<file path="src/logic/pin_mux_pkg.sv">
`default_nettype none
package pin_mux_pkg;
	// geometry of the port group
	localparam int NUM_PINS = 8;
	localparam int FSEL_PINS = 6;
	localparam int STEP_W = 4;
	localparam int DBG_PINS = 5;
	localparam int WAKE_W = 11;
	localparam int ADDR_W = 8;
	localparam int DATA_W = 32;

	// register byte addresses
	localparam logic [ADDR_W-1:0] OFF_OUT_LATCH = 8'h00;
	localparam logic [ADDR_W-1:0] OFF_DIR = 8'h04;
	localparam logic [ADDR_W-1:0] OFF_MODE = 8'h08;
	localparam logic [ADDR_W-1:0] OFF_FSEL = 8'h0C;
	localparam logic [ADDR_W-1:0] OFF_PIN_IN = 8'h10;
	localparam logic [ADDR_W-1:0] OFF_TSEL = 8'h14;
	localparam logic [ADDR_W-1:0] OFF_STATUS = 8'h18;
	localparam logic [ADDR_W-1:0] OFF_MEM_CTRL = 8'h1C;

	// reset values
	localparam logic [NUM_PINS-1:0] OUT_LATCH_RST = 8'h00;
	localparam logic [NUM_PINS-1:0] DIR_RST = 8'hFF;
	localparam logic [NUM_PINS-1:0] MODE_RST = 8'h00;
	localparam logic [FSEL_PINS-1:0] FSEL_RST = 6'h00;
	localparam logic [STEP_W-1:0] TSEL_RST = 4'h0;

	// status fields
	localparam int ST_DEBUG_FN = 0;
	localparam int ST_PSAVE = 1;
	localparam int ST_IN_RESET = 2;

	// debug pin positions
	localparam int DBG_RESET = 0;
	localparam int DBG_DATA_IN = 1;
	localparam int DBG_DATA_OUT = 2;
	localparam int DBG_CLOCK = 3;
	localparam int DBG_MODE = 4;

	// axi responses
	localparam logic [1:0] RESP_OKAY = 2'h0;
	localparam logic [1:0] RESP_SLVERR = 2'h2;

	// peripheral outputs offered to the pins
	typedef struct packed {
		logic [STEP_W-1:0] stepper_a;
		logic [STEP_W-1:0] stepper_b;
		logic [STEP_W-1:0] timer_chan;
		logic sound_out;
		logic sound_out_aux;
	} periph_out_t;

	// reset source levels from the reset controller
	typedef struct packed {
		logic por;
		logic ext;
		logic internal;
	} reset_src_t;
endpackage
`default_nettype wire

</file>
<file path="src/logic/port_pin_mux.sv">
// Contract
// - eight pins, each selectable as general port or alternative function.
// - mode bit 0 port, 1 alternative; alternative needs direction 0; select picks output.
// - first alternative: pins 0-3 stepper A outputs, pins 4-7 stepper B outputs.
// - second alternative: pins 0-3 carry timer channel outputs 1-4 in order.
// - second alternative: pin 4 sound output, pin 5 auxiliary sound output.
// - pins 6 and 7 have no select bit; alternative always routes stepper.
// - each timer input comes from one of two pins, chosen by a select.
// - after any reset release all pins come up in input port mode.
// - during any reset every pin except the debug reset pin is high impedance; group and memory pins only from the first clock edge in reset.
// - during any reset the debug reset pin is a port input with pull-down.
// - after power-on clear the debug pins come up as input ports.
// - after other internal resets the debug pins keep their previous function.
// - after any reset all external memory interface pins are inputs.
// - halt state leaves every pin function, direction and level untouched.
// - in power-save modes outputs stay valid and hold their entry levels.
// - in power-save modes only wake-up inputs stay active; others ignored.
// - wake-up inputs are eight interrupts, the non-maskable interrupt, two CAN inputs.
// - on power-save release every pin keeps its prior configuration and state.
//
// The AXI4-Lite register port and the address map are this design's own decisions.
`timescale 1ns/1ns
`default_nettype none
module port_pin_mux #(
	parameter int PINS = pin_mux_pkg::NUM_PINS
) (
	input wire logic aclk,
	input wire logic aresetn,
	input wire logic [pin_mux_pkg::ADDR_W-1:0] s_axi_awaddr,
	input wire logic s_axi_awvalid,
	output logic s_axi_awready,
	input wire logic [pin_mux_pkg::DATA_W-1:0] s_axi_wdata,
	input wire logic [3:0] s_axi_wstrb,
	input wire logic s_axi_wvalid,
	output logic s_axi_wready,
	output logic [1:0] s_axi_bresp,
	output logic s_axi_bvalid,
	input wire logic s_axi_bready,
	input wire logic [pin_mux_pkg::ADDR_W-1:0] s_axi_araddr,
	input wire logic s_axi_arvalid,
	output logic s_axi_arready,
	output logic [pin_mux_pkg::DATA_W-1:0] s_axi_rdata,
	output logic [1:0] s_axi_rresp,
	output logic s_axi_rvalid,
	input wire logic s_axi_rready,
	input wire pin_mux_pkg::reset_src_t reset_src,
	input wire logic power_save,
	input wire pin_mux_pkg::periph_out_t periph,
	input wire logic [pin_mux_pkg::NUM_PINS-1:0] group_pin_in,
	output logic [pin_mux_pkg::NUM_PINS-1:0] group_pin_out,
	output logic [pin_mux_pkg::NUM_PINS-1:0] group_pin_oe_n,
	input wire logic [pin_mux_pkg::STEP_W-1:0] timer_alt_pin_in,
	output logic [pin_mux_pkg::STEP_W-1:0] timer_cap_in,
	input wire logic [pin_mux_pkg::DBG_PINS-1:0] debug_pin_in,
	output logic [pin_mux_pkg::DBG_PINS-1:0] debug_pin_out,
	output logic [pin_mux_pkg::DBG_PINS-1:0] debug_pin_oe_n,
	output logic debug_pulldown_en,
	input wire logic debug_data_out,
	output logic debug_reset_in,
	output logic debug_data_in,
	output logic debug_clock_in,
	output logic debug_mode_select,
	output logic debug_function,
	output logic mem_pins_oe_n,
	input wire logic [pin_mux_pkg::WAKE_W-1:0] wake_in,
	output logic [pin_mux_pkg::WAKE_W-1:0] wake_out
);
	import pin_mux_pkg::*;

	localparam int SYNC_W = NUM_PINS + STEP_W + DBG_PINS + WAKE_W;

	typedef struct packed {
		logic [NUM_PINS-1:0] out_latch;
		logic [NUM_PINS-1:0] dir;
		logic [NUM_PINS-1:0] mode;
		logic [FSEL_PINS-1:0] fsel;
		logic [STEP_W-1:0] tsel;
		logic mem_en;
		logic debug_fn;
		logic [NUM_PINS-1:0] pad_out;
		logic [NUM_PINS-1:0] pad_oe_n;
		logic [NUM_PINS-1:0] pin_in;
		logic [STEP_W-1:0] tcap;
		logic [3:0] dbg_core;
		logic dbg_dout;
		logic aw_held;
		logic [ADDR_W-1:0] aw_addr;
		logic w_held;
		logic [DATA_W-1:0] wdata;
		logic wstrb0;
		logic bvalid;
		logic [1:0] bresp;
		logic rvalid;
		logic [DATA_W-1:0] rdata;
		logic [1:0] rresp;
	} mux_state_t;

	localparam mux_state_t ST_RST = '{
		out_latch: OUT_LATCH_RST, dir: DIR_RST, mode: MODE_RST, fsel: FSEL_RST,
		tsel: TSEL_RST, pad_oe_n: '1, default: '0};

	mux_state_t st_reg;
	mux_state_t st_next;
	logic [SYNC_W-1:0] sync_q;
	logic [NUM_PINS-1:0] pin_s;
	logic [STEP_W-1:0] talt_s;
	logic [DBG_PINS-1:0] dbg_s;
	logic any_rst;
	logic write_go;

	// pad levels cross into aclk through two flops
	sync2 #(
		.WIDTH(SYNC_W)
	) u_sync (
		.aclk(aclk),
		.aresetn(aresetn),
		.d({group_pin_in, timer_alt_pin_in, debug_pin_in, wake_in}),
		.q(sync_q)
	);

	// wake sources
	// wake inputs bypass the power-save gating below
	assign {pin_s, talt_s, dbg_s, wake_out} = sync_q;

	function automatic logic addr_known(input logic [ADDR_W-1:0] a);
		addr_known = (a == OFF_OUT_LATCH) || (a == OFF_DIR) || (a == OFF_MODE) ||
			(a == OFF_FSEL) || (a == OFF_PIN_IN) || (a == OFF_TSEL) ||
			(a == OFF_STATUS) || (a == OFF_MEM_CTRL);
	endfunction

	function automatic logic [DATA_W-1:0] zext(input logic [NUM_PINS-1:0] v);
		zext = {{(DATA_W - NUM_PINS){1'b0}}, v};
	endfunction

	function automatic logic first_alt(input int i, input periph_out_t p);
		first_alt = (i < STEP_W) ? p.stepper_a[i % STEP_W] : p.stepper_b[i % STEP_W];
	endfunction

	function automatic logic second_alt(input int i, input periph_out_t p);
		if (i < STEP_W) begin
			second_alt = p.timer_chan[i % STEP_W];
		end else if (i == STEP_W) begin
			second_alt = p.sound_out;
		end else begin
			second_alt = p.sound_out_aux;
		end
	endfunction

	assign any_rst = reset_src.por | reset_src.ext | reset_src.internal;
	assign write_go = st_reg.aw_held && st_reg.w_held && !st_reg.bvalid;

	// handshake readies straight from state
	assign s_axi_awready = !st_reg.aw_held && !st_reg.bvalid;
	assign s_axi_wready = !st_reg.w_held && !st_reg.bvalid;
	assign s_axi_arready = !st_reg.rvalid;

	// next state: bus slave, reset sources, pin routing
	always_comb begin
		st_next = st_reg;
		if (s_axi_awvalid && s_axi_awready) begin
			st_next.aw_held = 1'b1;
			st_next.aw_addr = s_axi_awaddr;
		end
		if (s_axi_wvalid && s_axi_wready) begin
			st_next.w_held = 1'b1;
			st_next.wdata = s_axi_wdata;
			st_next.wstrb0 = s_axi_wstrb[0];
		end
		// writes land only outside reset and power save, so config survives power save; reset reloads it
		if (write_go) begin
			st_next.aw_held = 1'b0;
			st_next.w_held = 1'b0;
			st_next.bvalid = 1'b1;
			st_next.bresp = addr_known(st_reg.aw_addr) ? RESP_OKAY : RESP_SLVERR;
			if (st_reg.wstrb0 && !any_rst && !power_save) begin
				case (st_reg.aw_addr)
					OFF_OUT_LATCH: begin
						st_next.out_latch = st_reg.wdata[NUM_PINS-1:0];
					end
					OFF_DIR: begin
						st_next.dir = st_reg.wdata[NUM_PINS-1:0];
					end
					OFF_MODE: begin
						st_next.mode = st_reg.wdata[NUM_PINS-1:0];
					end
					OFF_FSEL: begin
						st_next.fsel = st_reg.wdata[FSEL_PINS-1:0];
					end
					OFF_TSEL: begin
						st_next.tsel = st_reg.wdata[STEP_W-1:0];
					end
					OFF_MEM_CTRL: begin
						st_next.mem_en = st_reg.wdata[0];
					end
					default: begin
					end
				endcase
			end
		end
		if (st_reg.bvalid && s_axi_bready) begin
			st_next.bvalid = 1'b0;
		end
		if (st_reg.rvalid && s_axi_rready) begin
			st_next.rvalid = 1'b0;
		end
		if (s_axi_arvalid && s_axi_arready) begin
			st_next.rvalid = 1'b1;
			st_next.rresp = addr_known(s_axi_araddr) ? RESP_OKAY : RESP_SLVERR;
			case (s_axi_araddr)
				OFF_OUT_LATCH: st_next.rdata = zext(st_reg.out_latch);
				OFF_DIR: st_next.rdata = zext(st_reg.dir);
				OFF_MODE: st_next.rdata = zext(st_reg.mode);
				OFF_FSEL: st_next.rdata = zext({2'h0, st_reg.fsel});
				OFF_PIN_IN: st_next.rdata = zext(st_reg.pin_in);
				OFF_TSEL: st_next.rdata = zext({4'h0, st_reg.tsel});
				OFF_STATUS: begin
					st_next.rdata = '0;
					st_next.rdata[ST_DEBUG_FN] = st_reg.debug_fn;
					st_next.rdata[ST_PSAVE] = power_save;
					st_next.rdata[ST_IN_RESET] = any_rst;
				end
				OFF_MEM_CTRL: st_next.rdata = zext({7'h00, st_reg.mem_en});
				default: st_next.rdata = '0;
			endcase
		end

		// halt neutral
		// halt has no input here: nothing below depends on it
		// outputs held
		if (!power_save) begin
			for (int i = 0; i < NUM_PINS; i++) begin
				if (st_reg.mode[i]) begin
					if (i < FSEL_PINS && st_reg.fsel[i % FSEL_PINS]) begin
						st_next.pad_out[i] = second_alt(i, periph);
					end else begin
						st_next.pad_out[i] = first_alt(i, periph);
					end
				end else begin
					st_next.pad_out[i] = st_reg.out_latch[i];
				end
			end
			st_next.pad_oe_n = st_reg.dir;
			st_next.pin_in = pin_s;
			for (int k = 0; k < STEP_W; k++) begin
				st_next.tcap[k] = st_reg.tsel[k] ? talt_s[k] : pin_s[k];
			end
			st_next.dbg_core = st_reg.debug_fn ?
				{dbg_s[DBG_MODE], dbg_s[DBG_CLOCK], dbg_s[DBG_DATA_IN], dbg_s[DBG_RESET]} : 4'h0;
			st_next.dbg_dout = debug_data_out;
		end

		if (any_rst) begin
			st_next.out_latch = OUT_LATCH_RST;
			st_next.dir = DIR_RST;
			st_next.mode = MODE_RST;
			st_next.fsel = FSEL_RST;
			st_next.tsel = TSEL_RST;
			st_next.mem_en = 1'b0;
			st_next.pad_oe_n = '1;
			st_next.pad_out = '0;
			st_next.dbg_core = 4'h0;
			if (reset_src.por) begin
				st_next.debug_fn = 1'b0;
			end else if (reset_src.ext) begin
				st_next.debug_fn = 1'b1;
			end
			// internal keeps
			// an internal-only reset leaves debug_fn as it was
		end
	end

	always_ff @(posedge aclk) begin
		if (!aresetn) begin
			st_reg <= ST_RST;
		end else begin
			st_reg <= st_next;
		end
	end

	// output ports from state
	assign group_pin_out = st_reg.pad_out;
	assign group_pin_oe_n = st_reg.pad_oe_n;
	assign timer_cap_in = st_reg.tcap;
	assign {debug_mode_select, debug_clock_in, debug_data_in, debug_reset_in} = st_reg.dbg_core;
	assign debug_function = st_reg.debug_fn;
	assign mem_pins_oe_n = !st_reg.mem_en;
	assign s_axi_bvalid = st_reg.bvalid;
	assign s_axi_bresp = st_reg.bresp;
	assign s_axi_rvalid = st_reg.rvalid;
	assign s_axi_rdata = st_reg.rdata;
	assign s_axi_rresp = st_reg.rresp;

	// debug reset pulldown
	// pull-down is on in reset and in debug use; only data-out ever drives
	assign debug_pulldown_en = any_rst || st_reg.debug_fn;
	assign debug_pin_out = {2'h0, st_reg.dbg_dout, 2'h0};
	assign debug_pin_oe_n = {2'h3, !st_reg.debug_fn || any_rst, 2'h3};
endmodule
`default_nettype wire

</file>
<file path="src/logic/sync2.sv">
`timescale 1ns/1ns
`default_nettype none
module sync2 #(
	parameter int WIDTH = 1
) (
	input wire logic aclk,
	input wire logic aresetn,
	input wire logic [WIDTH-1:0] d,
	output logic [WIDTH-1:0] q
);
	typedef struct packed {
		logic [WIDTH-1:0] meta;
		logic [WIDTH-1:0] stable;
	} sync_state_t;

	sync_state_t st_reg;
	sync_state_t st_next;

	// first stage feeds only the second stage
	always_comb begin
		st_next.meta = d;
		st_next.stable = st_reg.meta;
	end

	always_ff @(posedge aclk) begin
		if (!aresetn) begin
			st_reg <= '0;
		end else begin
			st_reg <= st_next;
		end
	end

	assign q = st_reg.stable;
endmodule
`default_nettype wire
</file>
<file path="config.mk">
export PLATFORM = sky130hd
export DESIGN_NAME = port_pin_mux
export DESIGN_NICKNAME = d
export VERILOG_FILES = /design/src/logic/pin_mux_pkg.sv /design/src/logic/port_pin_mux.sv /design/src/logic/sync2.sv
export SDC_FILE = /design/constraint.sdc
export NUM_CORES = 1
export LEC_CHECK = 0
export ABC_AREA = 1
export BUFFER_PORTS_ARGS = -buffer_cell sky130_fd_sc_hd__buf_2
export CAP_MARGIN = 30
export CORE_ASPECT_RATIO = 0.6
export CORE_UTILIZATION = 50
export CTS_CLUSTER_SIZE = 28
export DETAILED_ROUTE_END_ITERATION = 7
export GPL_TIMING_DRIVEN = 0
export PLACE_DENSITY = 0.78
export RECOVER_POWER = 50
export SYNTH_ARGS = -nofsm -noshare
export SYNTH_HDL_FRONTEND = slang
export SYNTH_SLANG_ARGS = --single-unit
</file>
<file path="constraint.sdc">
create_clock -name aclk -period 2.86 [get_ports aclk]
set_input_delay 0.143 -clock aclk [delete_from_list [all_inputs] [get_ports aclk]]
set_output_delay 0.143 -clock aclk [all_outputs]
set_load 0.1 [all_outputs]
</file>
==> run_results.csv <==
group,metric,value,unit
critical_path,cp-start-kind,"input pin",
yosys,ys.flop_type,"dfxtp_1",
critical_path,endpoint_kind,"flop",
yosys,synth_seq_cells,154,
yosys,ys_async_sr_fraction,0,%
layout,area_growth_syn_to_layout,30.5,%
timing,rsz0062_at_grt,"false",
timing,hold_viol,0,
clock_tree,h-tree-depth,4,
pwr,p_seq_share,40.7,%
layout,regArea,3080,um2
critical_path,cp.arrival,2.38,ns
global_route,grt_pass1_wl,26.1,mm
detailed_routing,vias,5878,
clock_tree,cts_buffers,17,
yosys,yosys_warnings,0,
global_route,track_usage,26.3,%
clock_tree,cts_buffer_depth,2,
floorplanning,start_util,52.1,%
critical_path,crit_start,"reset_src[2]",
layout,final_common_cell,"dfxtp_1",
layout,layout_common_cells,"dfxtp_1, nand2_1, inv_1",
layout,n_antenna_cell,0,
yosys,netlist_area,6380,um2
placed_design,gp_congestion,0.929,
timing,period_share,71.1,%
detailed_routing,drc,0,
worst_hold_path,hp-class,"input pin to flop",
layout,largest_reg_flops,62,
layout,final_nets,1153,
timing,finalCriticalPeriod,2.03,ns
floorplanning,dieArea,13200,um2
layout,final_util,67.9,%
critical_path,crit_slowest_cell,"dlygate4sd3_1",
pwr,power.density,673,nW/um2
detailed_routing,avgRoutedWirePerCell,13.9,um
yosys,synth_cells,831,
critical_path,critPathKind,"input pin to flop",
flow_run,cap_viol_max_count,0,
clock_tree,cts_tree,"done",
yosys,synth_edf_count,0,
clock_tree,cts_sinks,154,
pwr,vdd_drop_max,0.436,mV
pwr,p_clk_share,45.3,%
yosys,synth_cell_types,34,
global_route,antenna_found_initial,0,
floorplanning,core,12300,um2
timing,skew,0.00647,ns
clock_tree,root_buffer,"clkbuf_16",
critical_path,slowest_delay,0.53,ns
placed_design,post_dp_cell_area,7370,um2
yosys,syn_area_per_cell,7.68,um2
layout,multi_input_area,2280,um2
global_route,grt_start_max_net_pins,17,
worst_hold_path,min-delay-start,"s_axi_awaddr[3]",
layout,drive_gt1_share,22.3,%
timing,finalHoldWorstSlack,0.00747,ns
detailed_routing,drtAntennaViolNets,0,
global_route,grt_overflow,0,
detailed_routing,vias_per_cell,4.80,
clock_tree,ctsResizeCount,0,
timing,final-setup-viol-count,0,
pwr,p_switching,0.00153,W
pwr,p_leak,4.38,nW
yosys,synth_top_area_share,48.3,%
floorplanning,die_w,148,um
detailed_routing,drtIter0Drc,595,
detailed_routing,dr.pass1.iters,5,
yosys,yosysTopAreaCell,"dfxtp_1",
critical_path,r2r_start,"st_reg[71]",
yosys,ys_seq_area_share,48.3,%
floorplanning,rows,31,
pwr,p_int,0.00407,W
critical_path,crit_path_cell_trace,"dlygate4sd3_1, clkbuf_1, nor2_1, nand2_1, nor2_1, clkbuf_1, o21ai_0, a21oi_1",
critical_path,critical-path-top-delay-family,"buffers and inverters",
detailed_routing,wl,17.0,mm
floorplanning,die_h,89.5,um
placed_design,dpl.hpwl,12.2,mm
pwr,p_comb_share,14.0,%
floorplanning,ioPinCount,195,
critical_path,worstPathMaxFanout,10,
pwr,swShare,27.3,%
placed_design,portBuffers,132,
critical_path,crit_required,3.20,ns
timing,worstMarginPinSlew,1.20,ns
layout,num-fill-cells,1025,
clock_tree,clk_pin_slew,0.06,ns
timing,fmax,492,MHz
critical_path,path_buf_inv,3,
clock_tree,clk_latency,0.41,ns
run_status,status,"finished, final reports clean",
global_route,grt_pass1_vias,4978,
timing,fin_setup_tns,0,ns
layout,stdcell_area,8330,um2
timing,drv_slew,0,
timing,max_slew_margin,20.6,%
yosys,synth_area_leaders,"dfxtp_1, buf_4, nand2_1",
power groups by stage:
stage,Sequential (W),Clock (W),Combinational (W)
after CTS,0.00228,0.00255,0.000784
after floorplan,0.00232,0,0.000589
after global placement,0.00232,0,0.000740
final,0.00228,0.00254,0.000785
after global routing,0.00228,0.00266,0.000839
after detailed placement,0.00232,0,0.000746
routing by layer:
layer | global-route usage, % | vias to the layer above | share of wire [%]
met1 | 39.2 | 2629 | 47
met2 | 37.7 | 292 | 42
li1 | - | 2934 | -
met3 | 6.07 | 23 | 10
met4 | 7.22 | 0 | 1.3
met5 | 0 | - | 0
cells by family after synthesis:
group	count (synthesis)	synth area share, %
DFF	154	48.3
other	2	0.118
AOI/OAI and AO/OA	145	13.0
and+or+nand+nor	302	20.0
muxes	5	0.804
buffers and inverters	223	17.8
final timing paths:
| path | end | slack (ns) | cells after the start |
|---|---|---|---|
| setup / recovery | group_pin_out[6] | 0.83 | 8 |
| hold / removal | st_reg[75] | 0.007 | 3 |
| setup reg to reg | st_reg[127] | 1.16 | 9 |
| hold reg to reg | u_sync.q[10] | 0.41 | 2 |
synth_stat cells (all sizes together) (2+ instances only):
library cell	number
o21ai	77
o221ai	2
nor3	4
a22oi	4
nand3	47
inv	117
dfxtp	154
o211ai	15
nor2	105
clkbuf	22
a31oi	2
nand2	145
mux2i	4
a21oi	42
conb	2
buf	83
what timing repair did:
item                                   4_1_cts  5_1_grt
endpoints found under the hold margin       33        0
hold buffers                                33        0
setup buffers                                0        0
worst reg2reg max path: cells and delay by family (launching register included):
| kind | cells | cell delay, ns |
|---|---|---|
| buffers and inverters | 3 | 0.39 |
| DFF | 1 | 0.36 |
| and+or+nand+nor | 6 | 0.84 |
through the flow:
step | total power [W] | std cells | setup slack (ns)
after floorplan | 0.00291 | 863 | 0.287
after global placement | 0.00306 | 1160 | 1.25
after detailed placement | 0.00307 | 1160 | 1.19
after CTS | 0.00561 | 1225 | 1.06
after global routing | 0.00578 | 1225 | 0.627
final | 0.00560 | 1225 | 0.826
cell type report:
type,count,share of cell area [%]
Buffer,105,8.32
Multi-Input combinational cell,486,27.3
Clock inverter,13,2.85
Timing Repair Buffer,165,11.4
Clock buffer,19,5.20
Inverter,118,5.33
Tap cell,165,2.48
Sequential cell,154,37.0
Power figures use the tool's default switching activity.
